`src/rtl/eq_pins_pkg.sv`:
```
package eq_pins_pkg;
    localparam int ADDR_W = 8;
    localparam int DATA_W = 32;
    // register offsets
    localparam logic [7:0] OFS_CTRL = 8'h00;
    localparam logic [7:0] OFS_STATUS = 8'h04;
    localparam logic [7:0] OFS_IRQ_STAT = 8'h08;
    localparam logic [7:0] OFS_IRQ_MASK = 8'h0C;
    localparam logic [7:0] OFS_RESTARTS = 8'h10;
    // control fields
    localparam int CTRL_RESTART_BIT = 0;
    localparam int CTRL_HOLD_BIT = 1;
    localparam int CTRL_W = 2;
    localparam logic [1:0] CTRL_RST = 2'h0;
    // status fields
    localparam int ST_CHROMA_BIT = 0;
    localparam int ST_POL_BIT = 1;
    localparam int ST_LOCK_BIT = 2;
    localparam int ST_CHROMA_FORCED_BIT = 3;
    localparam int ST_POL_FORCED_BIT = 4;
    localparam int ST_HOLD_BIT = 5;
    localparam int ST_BYPASS_BIT = 6;
    localparam int ST_STATE_LSB = 8;
    // event bits
    localparam int EVT_N = 4;
    localparam int EVT_LOCK_GAIN = 0;
    localparam int EVT_LOCK_LOSS = 1;
    localparam int EVT_REACQ = 2;
    localparam int EVT_CHROMA = 3;
    localparam logic [3:0] IRQ_MASK_RST = 4'h0;
    localparam logic [7:0] RESTARTS_RST = 8'h00;
    // settle timing
    localparam int CLK_MHZ = 25;
    localparam int SETTLE_TIME_NS = 4000;
    localparam int SETTLE_CYCLES = (SETTLE_TIME_NS * CLK_MHZ + 999) / 1000;
    localparam int SETTLE_CNT_W = 8;
    localparam logic [7:0] SETTLE_LAST = 8'(SETTLE_CYCLES - 1);
    // acquisition states
    typedef enum logic [4:0] {
        ST_NOSIG = 5'h01,
        ST_ACQUIRE = 5'h02,
        ST_SETTLE = 5'h04,
        ST_EQ_SETTLED_STATUS = 5'h08,
        ST_BYPASS = 5'h10
    } acq_state_e;
    typedef struct packed {
        logic [ADDR_W-1:0] addr;
        logic [DATA_W-1:0] wdata;
        logic wr;
        logic rd;
    } bus_req_s;
    typedef struct packed {
        logic level;
        logic forced;
    } pin_in_s;
    typedef struct packed {
        logic value;
        logic weak_oe;
    } pin_out_s;
    typedef struct packed {
        logic signal_present;
        logic burst_seen;
        logic inverted_seen;
        logic adapt_done;
    } core_in_s;
    typedef struct packed {
        logic color_mode;
        logic invert_chain;
        logic adapt_en;
        logic restart;
        logic bypass;
    } core_out_s;
endpackage : eq_pins_pkg

```
`src/rtl/pin_pulse_detect.sv`:
```
`timescale 1ns/1ns
module pin_pulse_detect (
    // clock and reset
    input wire logic clk,
    input wire logic rst_n,
    // sensed pin
    input wire logic enable,
    input wire logic level,
    // result
    output logic pulse
);
    logic armed_reg;
    logic start_reg;
    logic moved_reg;

    // track departure from and return to the starting level
    always_ff @(posedge clk) begin
        if (!rst_n) begin
            armed_reg <= 1'b0;
            start_reg <= 1'b0;
            moved_reg <= 1'b0;
            pulse <= 1'b0;
        end else begin
            pulse <= 1'b0;
            if (!enable) begin
                armed_reg <= 1'b0;
                moved_reg <= 1'b0;
            end else if (!armed_reg) begin
                armed_reg <= 1'b1;
                start_reg <= level;
                moved_reg <= 1'b0;
            end else if (level != start_reg) begin
                moved_reg <= 1'b1;
            end else if (moved_reg) begin
                pulse <= 1'b1;
                moved_reg <= 1'b0;
            end
        end
    end
endmodule : pin_pulse_detect

```
`src/rtl/event_status.sv`:
```
`timescale 1ns/1ns
module event_status #(
    parameter int N = 4
) (
    // clock and reset
    input wire logic clk,
    input wire logic rst_n,
    // events and software access
    input wire logic [N-1:0] set,
    input wire logic clr_wr,
    input wire logic [N-1:0] clr_data,
    input wire logic mask_wr,
    input wire logic [N-1:0] mask_data,
    // state
    output logic [N-1:0] status,
    output logic [N-1:0] mask,
    output logic irq
);
    logic [N-1:0] status_next;
    logic [N-1:0] mask_next;

    // sticky bits, a new event beats a write-one clear
    for (genvar i = 0; i < N; i++) begin : g_bit
        assign status_next[i] = set[i] | (status[i] & ~(clr_wr & clr_data[i]));
    end
    assign mask_next = mask_wr ? mask_data : mask;

    // status and mask storage
    always_ff @(posedge clk) begin
        if (!rst_n) begin
            status <= '0;
            mask <= eq_pins_pkg::IRQ_MASK_RST;
        end else begin
            status <= status_next;
            mask <= mask_next;
        end
    end

    // level interrupt aligned with the stored bits
    always_ff @(posedge clk) begin
        if (!rst_n) begin
            irq <= 1'b0;
        end else begin
            irq <= |(status_next & mask_next);
        end
    end
endmodule : event_status

```
`src/rtl/eq_pin_control.sv`:
```
`timescale 1ns/1ns
module eq_pin_control (
    // clock and reset
    input wire logic SYS_CLK,
    input wire logic RESET_N,
    // register port
    input wire eq_pins_pkg::bus_req_s BUS_REQ,
    output logic [eq_pins_pkg::DATA_W-1:0] BUS_RDATA,
    output logic IRQ,
    // chroma indicator pin
    input wire eq_pins_pkg::pin_in_s CHROMA_PIN_IN,
    output eq_pins_pkg::pin_out_s CHROMA_PIN_OUT,
    // polarity indicator pin
    input wire eq_pins_pkg::pin_in_s POLARITY_PIN_IN,
    output eq_pins_pkg::pin_out_s POLARITY_PIN_OUT,
    // lock, hold and bypass pins
    output logic EQ_SETTLED_STATUS,
    input wire logic HOLD_IN,
    input wire logic EQUALIZER_BYPASS,
    // serial interface pins
    input wire logic SERIAL_SELECT,
    input wire logic SERIAL_CLK,
    input wire logic SERIAL_DATA_IN,
    output logic SERIAL_DATA_OUT,
    output logic SERIAL_DATA_OE,
    // analog equalizer core
    input wire eq_pins_pkg::core_in_s CORE_IN,
    output eq_pins_pkg::core_out_s CORE_OUT
);
    eq_pins_pkg::acq_state_e state_reg;
    eq_pins_pkg::acq_state_e state_next;
    logic [eq_pins_pkg::SETTLE_CNT_W-1:0] settle_cnt_reg;
    logic [eq_pins_pkg::CTRL_W-1:0] ctrl_reg;
    logic [7:0] restarts_reg;
    logic chroma_reg;
    logic polarity_reg;
    logic color_mode_next;
    logic invert_next;
    logic hold_active;
    logic standalone;
    logic pol_pulse;
    logic sw_restart;
    logic restart;
    logic eq_settled_status_now;
    logic eq_settled_status_prev_reg;
    logic color_prev_reg;
    logic [eq_pins_pkg::EVT_N-1:0] events;
    logic [eq_pins_pkg::EVT_N-1:0] irq_status;
    logic [eq_pins_pkg::EVT_N-1:0] irq_mask;
    logic irq_wr;
    logic mask_wr;
    logic ctrl_wr;
    logic serial_idle_reg;
    logic [eq_pins_pkg::DATA_W-1:0] status_word;

    // register write decode
    assign ctrl_wr = BUS_REQ.wr && (BUS_REQ.addr == eq_pins_pkg::OFS_CTRL);
    assign irq_wr = BUS_REQ.wr && (BUS_REQ.addr == eq_pins_pkg::OFS_IRQ_STAT);
    assign mask_wr = BUS_REQ.wr && (BUS_REQ.addr == eq_pins_pkg::OFS_IRQ_MASK);
    assign sw_restart = ctrl_wr && BUS_REQ.wdata[eq_pins_pkg::CTRL_RESTART_BIT];

    // stand-alone when the serial interface sits idle
    assign standalone = serial_idle_reg;

    // hold comes from the pin or from software
    assign hold_active = HOLD_IN | ctrl_reg[eq_pins_pkg::CTRL_HOLD_BIT];

    // any restart source sends acquisition back to its start
    assign restart = pol_pulse | sw_restart;

    // lock decode
    assign eq_settled_status_now = (state_reg == eq_pins_pkg::ST_EQ_SETTLED_STATUS);

    // mode selection, an external drive beats the detector
    assign color_mode_next = CHROMA_PIN_IN.forced ? CHROMA_PIN_IN.level
                                                  : CORE_IN.burst_seen;
    assign invert_next = POLARITY_PIN_IN.forced ? POLARITY_PIN_IN.level
                                                : CORE_IN.inverted_seen;

    // control register, restart bit reads back as zero
    always_ff @(posedge SYS_CLK) begin
        if (!RESET_N) begin
            ctrl_reg <= eq_pins_pkg::CTRL_RST;
        end else begin
            if (ctrl_wr) begin
                ctrl_reg[eq_pins_pkg::CTRL_HOLD_BIT] <=
                    BUS_REQ.wdata[eq_pins_pkg::CTRL_HOLD_BIT];
            end
            ctrl_reg[eq_pins_pkg::CTRL_RESTART_BIT] <= 1'b0;
        end
    end

    // serial pins held low mark the interface unused
    always_ff @(posedge SYS_CLK) begin
        if (!RESET_N) begin
            serial_idle_reg <= 1'b1;
        end else begin
            serial_idle_reg <= !SERIAL_SELECT && !SERIAL_CLK && !SERIAL_DATA_IN;
        end
    end

    // serial data is never driven by this logic
    always_ff @(posedge SYS_CLK) begin
        if (!RESET_N) begin
            SERIAL_DATA_OUT <= 1'b0;
            SERIAL_DATA_OE <= 1'b0;
        end else begin
            SERIAL_DATA_OUT <= 1'b0;
            SERIAL_DATA_OE <= 1'b0;
        end
    end

    // full pulse on the forced polarity pin
    pin_pulse_detect u_pol_pulse (
        .clk(SYS_CLK),
        .rst_n(RESET_N),
        .enable(standalone && POLARITY_PIN_IN.forced),
        .level(POLARITY_PIN_IN.level),
        .pulse(pol_pulse)
    );

    // acquisition state transitions
    always_comb begin
        state_next = state_reg;
        if (EQUALIZER_BYPASS) begin
            state_next = eq_pins_pkg::ST_BYPASS;
        end else if (restart) begin
            state_next = eq_pins_pkg::ST_ACQUIRE;
        end else if (!hold_active) begin
            unique case (state_reg)
                eq_pins_pkg::ST_NOSIG: begin
                    if (CORE_IN.signal_present) begin
                        state_next = eq_pins_pkg::ST_ACQUIRE;
                    end
                end
                eq_pins_pkg::ST_ACQUIRE: begin
                    if (!CORE_IN.signal_present) begin
                        state_next = eq_pins_pkg::ST_NOSIG;
                    end else if (CORE_IN.adapt_done) begin
                        state_next = eq_pins_pkg::ST_SETTLE;
                    end
                end
                eq_pins_pkg::ST_SETTLE: begin
                    if (!CORE_IN.signal_present) begin
                        state_next = eq_pins_pkg::ST_NOSIG;
                    end else if (!CORE_IN.adapt_done) begin
                        state_next = eq_pins_pkg::ST_ACQUIRE;
                    end else if (settle_cnt_reg == eq_pins_pkg::SETTLE_LAST) begin
                        state_next = eq_pins_pkg::ST_EQ_SETTLED_STATUS;
                    end
                end
                eq_pins_pkg::ST_EQ_SETTLED_STATUS: begin
                    if (!CORE_IN.signal_present) begin
                        state_next = eq_pins_pkg::ST_NOSIG;
                    end else if (!CORE_IN.adapt_done) begin
                        state_next = eq_pins_pkg::ST_ACQUIRE;
                    end
                end
                eq_pins_pkg::ST_BYPASS: begin
                    state_next = eq_pins_pkg::ST_NOSIG;
                end
            endcase
        end
    end

    // acquisition state register
    always_ff @(posedge SYS_CLK) begin
        if (!RESET_N) begin
            state_reg <= eq_pins_pkg::ST_NOSIG;
        end else begin
            state_reg <= state_next;
        end
    end

    // settle timer runs only while settling
    always_ff @(posedge SYS_CLK) begin
        if (!RESET_N) begin
            settle_cnt_reg <= '0;
        end else if (state_next != eq_pins_pkg::ST_SETTLE) begin
            settle_cnt_reg <= '0;
        end else if (state_reg == eq_pins_pkg::ST_SETTLE && !hold_active) begin
            settle_cnt_reg <= settle_cnt_reg + 8'h01;
        end
    end

    // restart counter, saturating
    always_ff @(posedge SYS_CLK) begin
        if (!RESET_N) begin
            restarts_reg <= eq_pins_pkg::RESTARTS_RST;
        end else if (restart && !EQUALIZER_BYPASS && restarts_reg != 8'hFF) begin
            restarts_reg <= restarts_reg + 8'h01;
        end
    end

    // detector snapshots for the status word
    always_ff @(posedge SYS_CLK) begin
        if (!RESET_N) begin
            chroma_reg <= 1'b0;
            polarity_reg <= 1'b0;
        end else begin
            chroma_reg <= CORE_IN.burst_seen;
            polarity_reg <= CORE_IN.inverted_seen;
        end
    end

    // chroma pin, weak drive whenever nobody forces it
    always_ff @(posedge SYS_CLK) begin
        if (!RESET_N) begin
            CHROMA_PIN_OUT <= '0;
        end else begin
            CHROMA_PIN_OUT.value <= CORE_IN.burst_seen;
            CHROMA_PIN_OUT.weak_oe <= !CHROMA_PIN_IN.forced;
        end
    end

    // polarity pin, weak drive whenever nobody forces it
    always_ff @(posedge SYS_CLK) begin
        if (!RESET_N) begin
            POLARITY_PIN_OUT <= '0;
        end else begin
            POLARITY_PIN_OUT.value <= CORE_IN.inverted_seen;
            POLARITY_PIN_OUT.weak_oe <= !POLARITY_PIN_IN.forced;
        end
    end

    // lock output follows the settled state
    always_ff @(posedge SYS_CLK) begin
        if (!RESET_N) begin
            EQ_SETTLED_STATUS <= 1'b0;
        end else begin
            EQ_SETTLED_STATUS <= (state_next == eq_pins_pkg::ST_EQ_SETTLED_STATUS);
        end
    end

    // commands toward the analog core
    always_ff @(posedge SYS_CLK) begin
        if (!RESET_N) begin
            CORE_OUT <= '0;
        end else begin
            CORE_OUT.color_mode <= color_mode_next;
            CORE_OUT.invert_chain <= invert_next;
            CORE_OUT.adapt_en <= !hold_active && !EQUALIZER_BYPASS;
            CORE_OUT.restart <= restart && !EQUALIZER_BYPASS;
            CORE_OUT.bypass <= EQUALIZER_BYPASS;
        end
    end

    // history for edge events
    always_ff @(posedge SYS_CLK) begin
        if (!RESET_N) begin
            eq_settled_status_prev_reg <= 1'b0;
            color_prev_reg <= color_mode_next; // no false change event after reset
        end else begin
            eq_settled_status_prev_reg <= eq_settled_status_now;
            color_prev_reg <= color_mode_next;
        end
    end

    // event sources
    always_comb begin
        events = '0;
        events[eq_pins_pkg::EVT_LOCK_GAIN] = eq_settled_status_now && !eq_settled_status_prev_reg;
        events[eq_pins_pkg::EVT_LOCK_LOSS] = !eq_settled_status_now && eq_settled_status_prev_reg;
        events[eq_pins_pkg::EVT_REACQ] = pol_pulse;
        events[eq_pins_pkg::EVT_CHROMA] = color_mode_next != color_prev_reg;
    end

    // sticky status, mask and interrupt
    event_status #(
        .N(eq_pins_pkg::EVT_N)
    ) u_events (
        .clk(SYS_CLK),
        .rst_n(RESET_N),
        .set(events),
        .clr_wr(irq_wr),
        .clr_data(BUS_REQ.wdata[eq_pins_pkg::EVT_N-1:0]),
        .mask_wr(mask_wr),
        .mask_data(BUS_REQ.wdata[eq_pins_pkg::EVT_N-1:0]),
        .status(irq_status),
        .mask(irq_mask),
        .irq(IRQ)
    );

    // live status word
    always_comb begin
        status_word = '0;
        status_word[eq_pins_pkg::ST_CHROMA_BIT] = chroma_reg;
        status_word[eq_pins_pkg::ST_POL_BIT] = polarity_reg;
        status_word[eq_pins_pkg::ST_LOCK_BIT] = eq_settled_status_now;
        status_word[eq_pins_pkg::ST_CHROMA_FORCED_BIT] = CHROMA_PIN_IN.forced;
        status_word[eq_pins_pkg::ST_POL_FORCED_BIT] = POLARITY_PIN_IN.forced;
        status_word[eq_pins_pkg::ST_HOLD_BIT] = hold_active;
        status_word[eq_pins_pkg::ST_BYPASS_BIT] = EQUALIZER_BYPASS;
        status_word[eq_pins_pkg::ST_STATE_LSB +: 5] = state_reg;
    end

    // read data one cycle after the strobe, zero otherwise
    always_ff @(posedge SYS_CLK) begin
        if (!RESET_N) begin
            BUS_RDATA <= '0;
        end else if (BUS_REQ.rd) begin
            unique case (BUS_REQ.addr)
                eq_pins_pkg::OFS_CTRL: BUS_RDATA <= {30'h0, ctrl_reg};
                eq_pins_pkg::OFS_STATUS: BUS_RDATA <= status_word;
                eq_pins_pkg::OFS_IRQ_STAT: BUS_RDATA <= {28'h0, irq_status};
                eq_pins_pkg::OFS_IRQ_MASK: BUS_RDATA <= {28'h0, irq_mask};
                eq_pins_pkg::OFS_RESTARTS: BUS_RDATA <= {24'h0, restarts_reg};
                default: BUS_RDATA <= '0;
            endcase
        end else begin
            BUS_RDATA <= '0;
        end
    end
endmodule : eq_pin_control

```
`config.mk`:
```
export PLATFORM = sky130hd
export DESIGN_NAME = eq_pin_control
export DESIGN_NICKNAME = d
export VERILOG_FILES = /design/src/rtl/eq_pins_pkg.sv /design/src/rtl/pin_pulse_detect.sv /design/src/rtl/event_status.sv /design/src/rtl/eq_pin_control.sv
export SDC_FILE = /design/constraint.sdc
export NUM_CORES = 1
export LEC_CHECK = 0
export ABC_AREA = 1
export BUFFER_PORTS_ARGS = -buffer_cell sky130_fd_sc_hd__buf_4
export CORE_ASPECT_RATIO = 0.6
export CORE_MARGIN = 4
export CORE_UTILIZATION = 40
export DETAILED_ROUTE_END_ITERATION = 8
export GPL_TIMING_DRIVEN = 0
export PLACE_DENSITY = 0.68
export SLEW_MARGIN = 20
export SYNTH_ARGS = -nofsm -noshare
export SYNTH_HDL_FRONTEND = slang
export SYNTH_SLANG_ARGS = --single-unit
```
`constraint.sdc`:
```
create_clock -name SYS_CLK -period 2.3 [get_ports SYS_CLK]
set_clock_uncertainty 0.15 [all_clocks]
set_input_delay 0.345 -clock SYS_CLK [delete_from_list [all_inputs] [get_ports SYS_CLK]]
set_output_delay 0.345 -clock SYS_CLK [all_outputs]
set_load 0.02 [all_outputs]
```
# Yosys cells after proc, flatten, opt, wreduce, memory -nomap -nowiden
# Cells that the tools add are included.
totals:
  latch_bits: 0
  mem_bits_rw: 0
  memories: 0
  inputBits: 57
  register_bits: 81
  out_inout_bits: 45
  word_cells: 113
  romBits: 0
classes:
  n_shift: 0
  mul: 0
  muxes: 19
  eq_ne: 15
  div_mod_pow: 0
  n_lt_le_gt_ge: 0
  reduce_logical: 29
  bitwise: 22
  n_addsub: 2
op_table:
  columns: ["op", "n"]
  rows:
  - ["$pmux 13 s5", 1]
  - ["$mux 5", 11]
  - ["$pmux 5 s5", 1]
  - ["$add 8x1->8 const B", 2]
  - ["$eq 8x4->1 const B", 2]
  - ["$logic_and 1x1->1", 13]
  - ["$eq 5x4->1 const B", 2]
  - ["$logic_not 1->1", 9]
  - ["$and 1x1->1", 8]
  - ["$eq 8x3->1 const B", 1]
  - ["$eq 8x5->1 const B", 1]
  - ["$eq 8x7->1 const B", 1]
  - ["$logic_not 8->1", 1]
  - ["$ne 8x8->1 const B", 1]
  - ["$reduce_or 4->1", 2]
  - ["$not 1->1", 7]
  - ["$or 1x1->1", 6]
  - ["$eq 5x1->1 const B", 1]
  - ["$eq 5x2->1 const B", 1]
  - ["$eq 5x3->1 const B", 1]
  - ["$eq 5x5->1 const B", 1]
  - ["$mux 1", 5]
  - ["$ne 5x3->1 const B", 1]
  - ["$and 4x4->4", 1]
  - ["other kinds (5)", 7]

# Longest topological paths before layout
# Gate-level depths: netlist (run 1).
depth:
  depth_word: 10
  ltp_mapped: 13

# Hierarchy
# Synthesis (run 1) repeated with hierarchy kept, for this count alone.
hier_totals:
  hier_cells: 417
  hier_area_um2: 2976.6
modules_own_cells:
  columns: ["mod", "area_each_um2", "n_inst", "cells_per_inst"]
  rows:
  - ["eq_pin_control", 2464.9, 1, 342]
  - ["event_status", 362.8, 1, 55]
  - ["pin_pulse_detect", 148.9, 1, 20]

# Least setup slack after synthesis (run 1)
# No wires, ideal clock.
synth_path:
  path_type: "input to register"
  from: "input BUS_REQ[41] in the netlist's numbering"
  to: "register settle_cnt_reg[0] in the netlist's numbering"
  setup_time_ns: 0.063
  t_arrival_ns: 1.404
  n_path_buf: 0
  path_stages: 11
  slack_ns: 0.684
  cell_sequence: "nor2_2 nand2_2 nor2_4 nand3_2 nand2_2 nor2_2 nand2_2 nand3_2 nor2_4 nand2_4 nor2_2"
synth_via:
  elab_chain_len: 8
synth_lines:
  columns: ["element", "line", "rtl"]
  rows:
  - ["start: declaration", "eq_pin_control.sv:7", "input wire eq_pins_pkg::bus_req_s BUS_REQ,"]
  - ["$logic_not 8->1", "eq_pin_control.sv:57", "assign ctrl_wr = BUS_REQ.wr && (BUS_REQ.addr == eq_pins_pkg::OFS_CTRL);"]
  - ["$logic_and 1x1->1", "eq_pin_control.sv:57", null]
  - ["$logic_and 1x1->1", "eq_pin_control.sv:60", "assign sw_restart = ctrl_wr && BUS_REQ.wdata[eq_pins_pkg::CTRL_RESTART_BIT];"]
  - ["$or 1x1->1", "eq_pin_control.sv:69", "assign restart = pol_pulse | sw_restart;"]
  - ["$mux 5", "eq_pin_control.sv:127", "end else if (restart) begin"]
  - ["$mux 5", "eq_pin_control.sv:125", "if (EQUALIZER_BYPASS) begin"]
  - ["$ne 5x3->1", "eq_pin_control.sv:179", "end else if (state_next != eq_pins_pkg::ST_SETTLE) begin"]
  - ["$reduce_or 2->1 (no source line)", null, null]
  - ["end signal: assignment", "eq_pin_control.sv:182", "settle_cnt_reg <= settle_cnt_reg + 8'h01;"]
  - ["end: declaration", "eq_pin_control.sv:32", "logic [eq_pins_pkg::SETTLE_CNT_W-1:0] settle_cnt_reg;"]
# No other way between the ends.
# A chain may end at the register's enable or synchronous reset.

# Worst setup path after layout (run 1)
layout_path:
  from: "register state_reg[4]"
  to: "register settle_cnt_reg[1] in the netlist's numbering"
layout_via:
  elab_chain_len: 9
  word_cells_on_any_way: 20
  classes_between: "eq/ne (6); mux (12); reduce/logical (2)"
layout_lines:
  columns: ["element", "line", "rtl"]
  rows:
  - ["start: declaration", "eq_pin_control.sv:30", "eq_pins_pkg::acq_state_e state_reg;"]
  - ["start signal: assignment", "eq_pin_control.sv:169", "state_reg <= eq_pins_pkg::ST_NOSIG;"]
  - ["start signal: assignment", "eq_pin_control.sv:171", "state_reg <= state_next;"]
  - ["$mux 5", "eq_pin_control.sv:148", "end else if (settle_cnt_reg == eq_pins_pkg::SETTLE_LAST) begin"]
  - ["$mux 5", "eq_pin_control.sv:146", "end else if (!CORE_IN.adapt_done) begin"]
  - ["$mux 5", "eq_pin_control.sv:144", "if (!CORE_IN.signal_present) begin"]
  - ["$pmux 5 s5", "eq_pin_control.sv:130", "unique case (state_reg)"]
  - ["$mux 5", "eq_pin_control.sv:129", "end else if (!hold_active) begin"]
  - ["$mux 5", "eq_pin_control.sv:127", null]
  - ["$mux 5", "eq_pin_control.sv:125", null]
  - ["$ne 5x3->1", "eq_pin_control.sv:179", null]
  - ["$reduce_or 2->1 (no source line)", null, null]
# Several ways; a longest one is shown, not always the timed one.

==> results.md, run 1 <==
- The number of violations of the max-capacitance limit is 0.
- The total number of nets in the final design is 548.
- CTS saw 61 sinks.
- The horizontal die dimension is 120 um.
- The die outline height is 75.2 um.
- The worst hold path belongs to the class primary input to flop.
- Traced cell by cell, the critical path runs through nor2_4 -> nand2_2 -> nor2_4 -> nand2_2 -> nor2_1 -> nor2_1 -> nor2_1 -> nand2_1 -> inv_2 -> nor2_4 -> nand2_4 -> nor2_2.
- The register with the most flip-flops in the layout has 13 of them.
- The category of the worst setup path capture point is a flop.
- The register clock-pin slew on the reported worst setup and hold paths is 0.05 ns.
- The flow ran to the end, and the final reports show no timing, DRC or antenna violations.
- The global placer's final weighted congestion is 0.909.
- In the final layout, the share of cells above drive strength 1 is 26.7%.
- Buffers inserted during clock tree synthesis total 9.
- The startpoint type of the worst setup path is a flop.
- At the worst endpoint, the arrival time is 1.95 ns.
- In this run the biggest area consumer among cell types represents 40.6% of the synthesized area.
- The final period utilization is 82.0%.
- In the post-synthesis netlist, the biggest area contributors are sky130_fd_sc_hd__dfxtp_1, sky130_fd_sc_hd__nand2_1, sky130_fd_sc_hd__inv_1, sky130_fd_sc_hd__buf_4, sky130_fd_sc_hd__nor2_1.
- The I/O pin total is 102.
- The synthesized design contains 61 register bits.
- The total overflow left after global routing is 0.
- During synthesis, Yosys emitted a total of 0 warnings.
- The critical path is of the flop to flop type.
- The actual transition at the worst max-transition pin is 0.581 ns.
- The total leakage power is 1.77 nW.
- Timing would allow up to 530 MHz.
- The floorplan core area is 7300 sq um.
- Among all cell types in the netlist, the one instantiated most often is sky130_fd_sc_hd__nand2_1.
- Setup repair after global routing left no endpoint under its margin.
- The final count of hold timing violations is 0.
- Of all flip-flops after synthesis, the portion carrying an async set or reset was 0%.
- For this run, design rule violations remaining after detail routing come to 0.
- The final non-filler cell area is 3900 sq um.
- The number of flops mapped to enable cells by yosys is 0.
- The number of hold buffers added after CTS is 0.
- 0 antenna diodes ended up in the layout.
- The number of setup buffers added after CTS is 0.
- The die covers 9010 sq um.
- The area growth from synthesis to layout is 29.6%.
- Each instance of the synthesized netlist takes up on average 7.41 sq um.
- The largest total area in the synthesized netlist belongs to sky130_fd_sc_hd__dfxtp_1.
- The number of I/O port buffers is 52.
- The post-route minimum period is 1.89 ns.
- Setup violations remaining at the end of the flow were counted as 0.
- The effective utilization at floorplan is 41.2%.
- Across every metal layer, demand over resource in global routing totals 18.0%.
- The via density per instance is 4.66.
- The number of pins with negative max-slew slack in the final report is 0.
- Together, buffers and inverters on the worst path number 1.
- The slowest stage of the critical path belongs to the cell sky130_fd_sc_hd__dfxtp_1.
- The routed design has 7660 um of wire.
- The area of the mapped netlist is 3010 sq um.
- The first global-routing pass estimated 12500 um of wire.
- Gates resized during post-CTS repair numbered 0.
- Once detail routing completed, the nets flagged for antenna violations numbered 0.
- The number of H-tree levels is 3.
- In this run the deepest clock path goes through 2 buffers.
- The floorplan has 24 rows.
- The worst stage delay on the critical path is 0.37 ns.
- Once detailed placement completed, the half-perimeter wirelength came to 5950 um.
- The cell count after synthesis came out at 406.
- The sequential share of the synthesized area is 40.6%.
- The number of global-route vias before repair is 2553.
- Headroom to the max-slew limit came out at 61.2%.
- The maximum VDD drop is 315 uV.
- The post-layout utilization of the core is 53.4%.
- The number of distinct library cells after synthesis is 32.
- The final setup TNS is 0 ns.
- The overall via count from detail_route is 2789.
- In this run, the number of DRC markers left after iteration 0 of detailed routing was 254.
- The largest net degree at the start of global routing is 11.
- The clock latency of the later-clocked register in the worst-skew pair is 0.33 ns.
- Grouping stages by cell kind, the critical path spends the most delay in simple AND/OR/NAND/NOR gates.
- Power spread over the standard cell area amounts to 684 nW/um^2.
- The post-place instance area is 3600 sq um.
- The cell sitting at the root of the clock tree is a sky130_fd_sc_hd__clkbuf_16.
- The largest driver fanout on the critical path is 8.
- TritonCTS built the clock tree.
- The required time of the critical path is 2.37 ns.
- After synthesis, the most frequently instantiated cells are sky130_fd_sc_hd__nand2_1, sky130_fd_sc_hd__dfxtp_1, sky130_fd_sc_hd__inv_1, sky130_fd_sc_hd__nor2_1.
- In the synthesized netlist the dominant register cell turns out to be sky130_fd_sc_hd__dfxtp_1.
- The number of iterations in the first detailed-routing pass is 4.
- The initial antenna violation count was 0.
- After detailed routing, the average wire length per cell comes to 12.8 um.
[metal layers]
layer  wire length (um)  global-route usage, %  vias up
li1                   -                      -     1429
met5                  0                      0        -
met3                737                   7.28       10
met4                 71                   5.58        0
met2               3210                   25.9      115
met1               3640                   24.9     1235
[layout make-up]
class	count	area [sq um]
clock buffer	12	246
fill	714	3400
timing repair buffer	52	390
inverter	56	210
tap	104	130
sequential	61	1220
buffer	26	184
clock inverter	4	47.5
multi-input combinational	283	1470
[power breakdown]
group / switching, mW / internal (mW) / leakage, nW / total (mW)
sequential: 0.0114 / 1.08 / 0.496 / 1.09
combinational: 0.147 / 0.0993 / 1.13 / 0.247
clock: 0.465 / 0.864 / 0.143 / 1.33
[final timing paths]
kind | startpoint | endpoint | slack (ns) | depth (start not counted)
min | SERIAL_DATA_IN | serial_idle_reg | 0.04 | 2
min reg2reg | u_pol_pulse.moved_reg | u_pol_pulse.pulse | 0.27 | 2
max reg2reg | state_reg[4] | settle_cnt_reg[1] | 0.41 | 12
max | state_reg[4] | settle_cnt_reg[1] | 0.41 | 12
[per-stage QoR]
stage | worst slack, ns | hold WS [ns] | total power [mW] | std cells
after global placement | 0.331 | 0.262 | 1.35 | 582
after global routing | 0.268 | 0.0302 | 2.76 | 598
after CTS | 0.415 | 0.0306 | 2.69 | 598
after detailed placement | 0.281 | 0.267 | 1.35 | 582
after floorplan | 0.684 | 0.252 | 1.26 | 426
final | 0.413 | 0.0405 | 2.66 | 598
[cells by family (layout without fill, tap and decap cells)]
family	count (synthesis)	count (layout)	share of synthesized area, %
compound gates	53	53	9.57
simple gates	194	194	31.9
mux	1	1	0.333
xor+xnor	12	12	3.50
flops	61	61	40.6
other cells	1	21	0.125
buf+inv	82	150	13.1
fa+ha+maj	2	2	0.832
[placed cells by master, fill, tap and decap left out, drive strengths merged, types with 15 or more instances in the layout]
cell type,instances
a21oi,25
buf,75
clkbuf,15
conb,21
dfxtp,61
inv,56
nand2,79
nand3,28
nor2,62
o21ai,20
Note: power is estimated with default switching activity, not from simulation.
==> run 2, diff against run 1 <==
- clock period: 2.3 -> 1.8 ns (I/O delays scaled with it)
==> run 2 against run 1 <==
Worst hold slack improved by 0.0016 ns. Design area rose by 8.0%. Routed wire length grew 7.9%. Maximum frequency is 1.8% higher. Sequential power is 28% higher. Critical path type unchanged. The flow now finishes with violations (negative setup slack). Via count is 4.6% higher. Power grew 30%.
==> results.md, run 2 (same netlist as run 1, synthesis figures left out) <==
- The maximum VDD drop is 411 uV (was 315 uV).
- The horizontal die dimension is 120 um (unchanged).
- The synthesis-to-finish area growth is 39.9% (was 29.6%).
- The via density per instance is 4.73 (was 4.66).
- The sink count of the clock tree is 61 (unchanged).
- The cell at the root of the clock tree is sky130_fd_sc_hd__clkbuf_16 (unchanged).
- The commonest non-fill, non-tap cell in the layout is sky130_fd_sc_hd__buf_4 (unchanged).
- The count of standard-cell rows is 24 (unchanged).
- The total length of routed wires is 8270 um (was 7660 um).
- The post-layout utilization of the core is 57.6% (was 53.4%).
- The largest net degree at the start of global routing is 11 (unchanged).
- The worst hold path depth is 2 (unchanged).
- The clock latency of the later-clocked register in the worst-skew pair was 0.33 ns (about the same).
- The final period utilization came to 103% (was 82.0%).
- The number of endpoints failing setup at the final stage is 8 (was 0).
- The number of global-route vias before repair is 2616 (was 2553).
- The I/O pin total is 102 (unchanged).
- The flip-flop count of the largest register, all copies and words added is 13 (unchanged).
- The number of antenna repair diodes is 0 (unchanged).
- The destination of the worst hold path is ctrl_reg[1] (was serial_idle_reg).
- The detail-routed net length per standard cell is 13.4 um (was 12.8 um).
- The critical path class is flop to flop (unchanged).
- The number of I/O port buffers is 52 (unchanged).
- The reg-to-reg setup timing slack is -0.05 ns (was 0.41 ns).
- The total number of nets in the final design is 567 (was 548).
- The worst reg2reg path startpoint is state_reg[4] (unchanged).
- The total leakage power is 1.90 nW (was 1.77 nW).
- The TritonCTS clock tree is yes (unchanged).
- The remaining antenna violation count is 0 (unchanged).
- The initial antenna violation count was 0 (unchanged).
- The startpoint type of the worst setup path is a flop (unchanged).
- The die outline height is 75.2 um (unchanged).
- The total grt overflow is 0 (unchanged).
- The global placer's final weighted congestion is 0.909 (unchanged).
- The number of violations reported at the end of detailed-routing iteration 0 is 256 (was 254).
- The register clock-pin slew on the reported worst setup and hold paths is 0.05 ns (about the same).
- The checks that failed: negative setup slack.
- The number of violations of the max-capacitance limit came to 0 (unchanged).
- The CTS buffer count came to 9 (unchanged).
- The arrival time at the worst endpoint is 1.92 ns (was 1.95 ns).
- The total power divided by cell area came to 822 nW/um^2 (was 684 nW/um^2).
- The number of pins with negative max-slew slack in the final report came to 0 (unchanged).
- The post-place instance area is 3600 sq um (unchanged).
- The launch point of the worst hold path was BUS_REQ[1] (was SERIAL_DATA_IN).
- The number of H-tree levels is 3 (unchanged).
- The effective utilization at floorplan is 41.2% (unchanged).
- The proportion of layout cells with a drive suffix above 1 is 32.9% (was 26.7%).
- The number of iterations in the first detailed-routing pass is 4 (unchanged).
- The total routing resource utilization after global routing is 18.4% (was 18.0%).
- The worst path setup slack after routing is -0.0542 ns (was 0.413 ns).
- The detailed placer's ending HPWL came to 5950 um (unchanged).
- The first-pass GRT wire length is 12700 um (was 12500 um).
- The achievable frequency was 539 MHz (was 530 MHz).
- The total DRC errors in the routed layout is 0 (unchanged).
- The die outline area was 9010 sq um (unchanged).
- The overall via count from detail_route was 2918 (was 2789).
- The destination of the worst register-to-register timing path is settle_cnt_reg[1] (unchanged).
- Most frequent cells in the layout: sky130_fd_sc_hd__buf_4, sky130_fd_sc_hd__nand2_1, sky130_fd_sc_hd__dfxtp_1 (unchanged).
- The cell depth of the worst flop-to-flop path is 12 (unchanged).
- The category of the worst setup path capture point is a flop (unchanged).
- The final count of hold timing violations is 0 (unchanged).
- The worst min-delay path class is primary input to flop (unchanged).
- The post-route minimum period is 1.85 ns (was 1.89 ns).
- The final hold slack is 0.0421 ns (was 0.0405 ns).
- The final non-filler cell area was 4210 sq um (was 3900 sq um).
- The actual transition at the worst max-transition pin is 0.567 ns (was 0.581 ns).
- The power after layout is 3.46 mW (was 2.66 mW).
- The filler cell count is 671 (was 714).
- Run status: finished, violations left (was finished clean).
- The floorplan core area is 7300 sq um (unchanged).
- The relative slew slack is 62.2% (was 61.2%).
- The required time of the critical path was 1.87 ns (was 2.37 ns).
- The number of buffers between clock root and the deepest sink is 2 (unchanged).
- The largest driver fanout on the critical path came to 8 (unchanged).
- Unrepaired setup endpoints after global routing: true (was false).
run 2: cell count changes in the layout (fill, tap and decap cells not counted), moves of 2 or more:
cell,delta
sky130_fd_sc_hd__buf_4,+10
sky130_fd_sc_hd__dfxtp_1,-7
sky130_fd_sc_hd__dlygate4sd3_1,+6
sky130_fd_sc_hd__nand3_1,-6
sky130_fd_sc_hd__nand2_4,+5
sky130_fd_sc_hd__nand3_2,+5
sky130_fd_sc_hd__dfxtp_4,+4
sky130_fd_sc_hd__nand2_1,-4
sky130_fd_sc_hd__dfxtp_2,+3
sky130_fd_sc_hd__inv_1,-3
sky130_fd_sc_hd__nor2_1,-3
sky130_fd_sc_hd__inv_2,+2
sky130_fd_sc_hd__nand3_4,+2
sky130_fd_sc_hd__nor2_2,+2
run 2: how the worst max path moves through the flow:
stage | from | to | slack (ns) | cells after the start
global route | state_reg[4] | settle_cnt_reg[4] | -0.14 | 12
finish | state_reg[4] | settle_cnt_reg[1] | -0.05 | 12
floorplan | state_reg[4] | settle_cnt_reg[7] | 0.20 | 12
global placement | BUS_REQ[35] | BUS_RDATA[12] | -0.09 | 8
CTS | restarts_reg[0] | restarts_reg[0] | 0.00009 | 7
detailed placement | BUS_REQ[35] | BUS_RDATA[12] | -0.14 | 8
run 2: stage by stage:
step                      TNS (ns)  instances  setup WS (ns)
after floorplan                  0        426          0.200
after global placement      -0.970        582        -0.0939
after detailed placement     -1.70        582         -0.144
after CTS                        0        606      0.0000899
after global routing         -1.01        617         -0.139
final                       -0.296        617        -0.0542
run 2: cell type report:
cell class              count  area, sq um  share of cell area (%)
well taps                 104          130                    3.09
multi-input cells         284         1590                    37.8
inverters                  56          213                    5.06
flip-flops and latches     61         1240                    29.5
repair buffers             70          557                    13.2
plain buffers              26          184                    4.37
clock buffers              12          246                    5.86
clock inverters             4         47.5                    1.13
run 2: routing by layer:
metal	global-route usage (%)	up-vias	wire length, um
met5	0	-	0
met4	5.58	0	74
met3	7.06	10	778
met2	27.0	117	3640
met1	25.1	1318	3780
li1	-	1473	-
run 2: where the power goes:
part / switching (mW) / internal [mW]
Clock: 0.605 / 1.10
Combinational: 0.207 / 0.156
Sequential: 0.0149 / 1.37
run 2: critical path, cell delays in order (launching register included):
cell	delay [ns]
sky130_fd_sc_hd__dfxtp_4	0.36
sky130_fd_sc_hd__nor2_4	0.19
sky130_fd_sc_hd__nand2_4	0.09
sky130_fd_sc_hd__nor2_4	0.14
sky130_fd_sc_hd__nand2_4	0.07
sky130_fd_sc_hd__nor2_2	0.07
sky130_fd_sc_hd__nor2_1	0.05
sky130_fd_sc_hd__nor2_1	0.16
sky130_fd_sc_hd__nand2_2	0.10
sky130_fd_sc_hd__inv_2	0.09
sky130_fd_sc_hd__nor2_4	0.05
sky130_fd_sc_hd__nand2_4	0.15
sky130_fd_sc_hd__nor2_2	0.06
run 2: timing repair:
action	in CTS	in global routing
gates cloned	0	1
pin swaps	3	21
buffers inserted	2	10
endpoints found under the hold margin	5	0
hold buffers	6	0
resized for setup	9	31
setup endpoints to repair	9	21
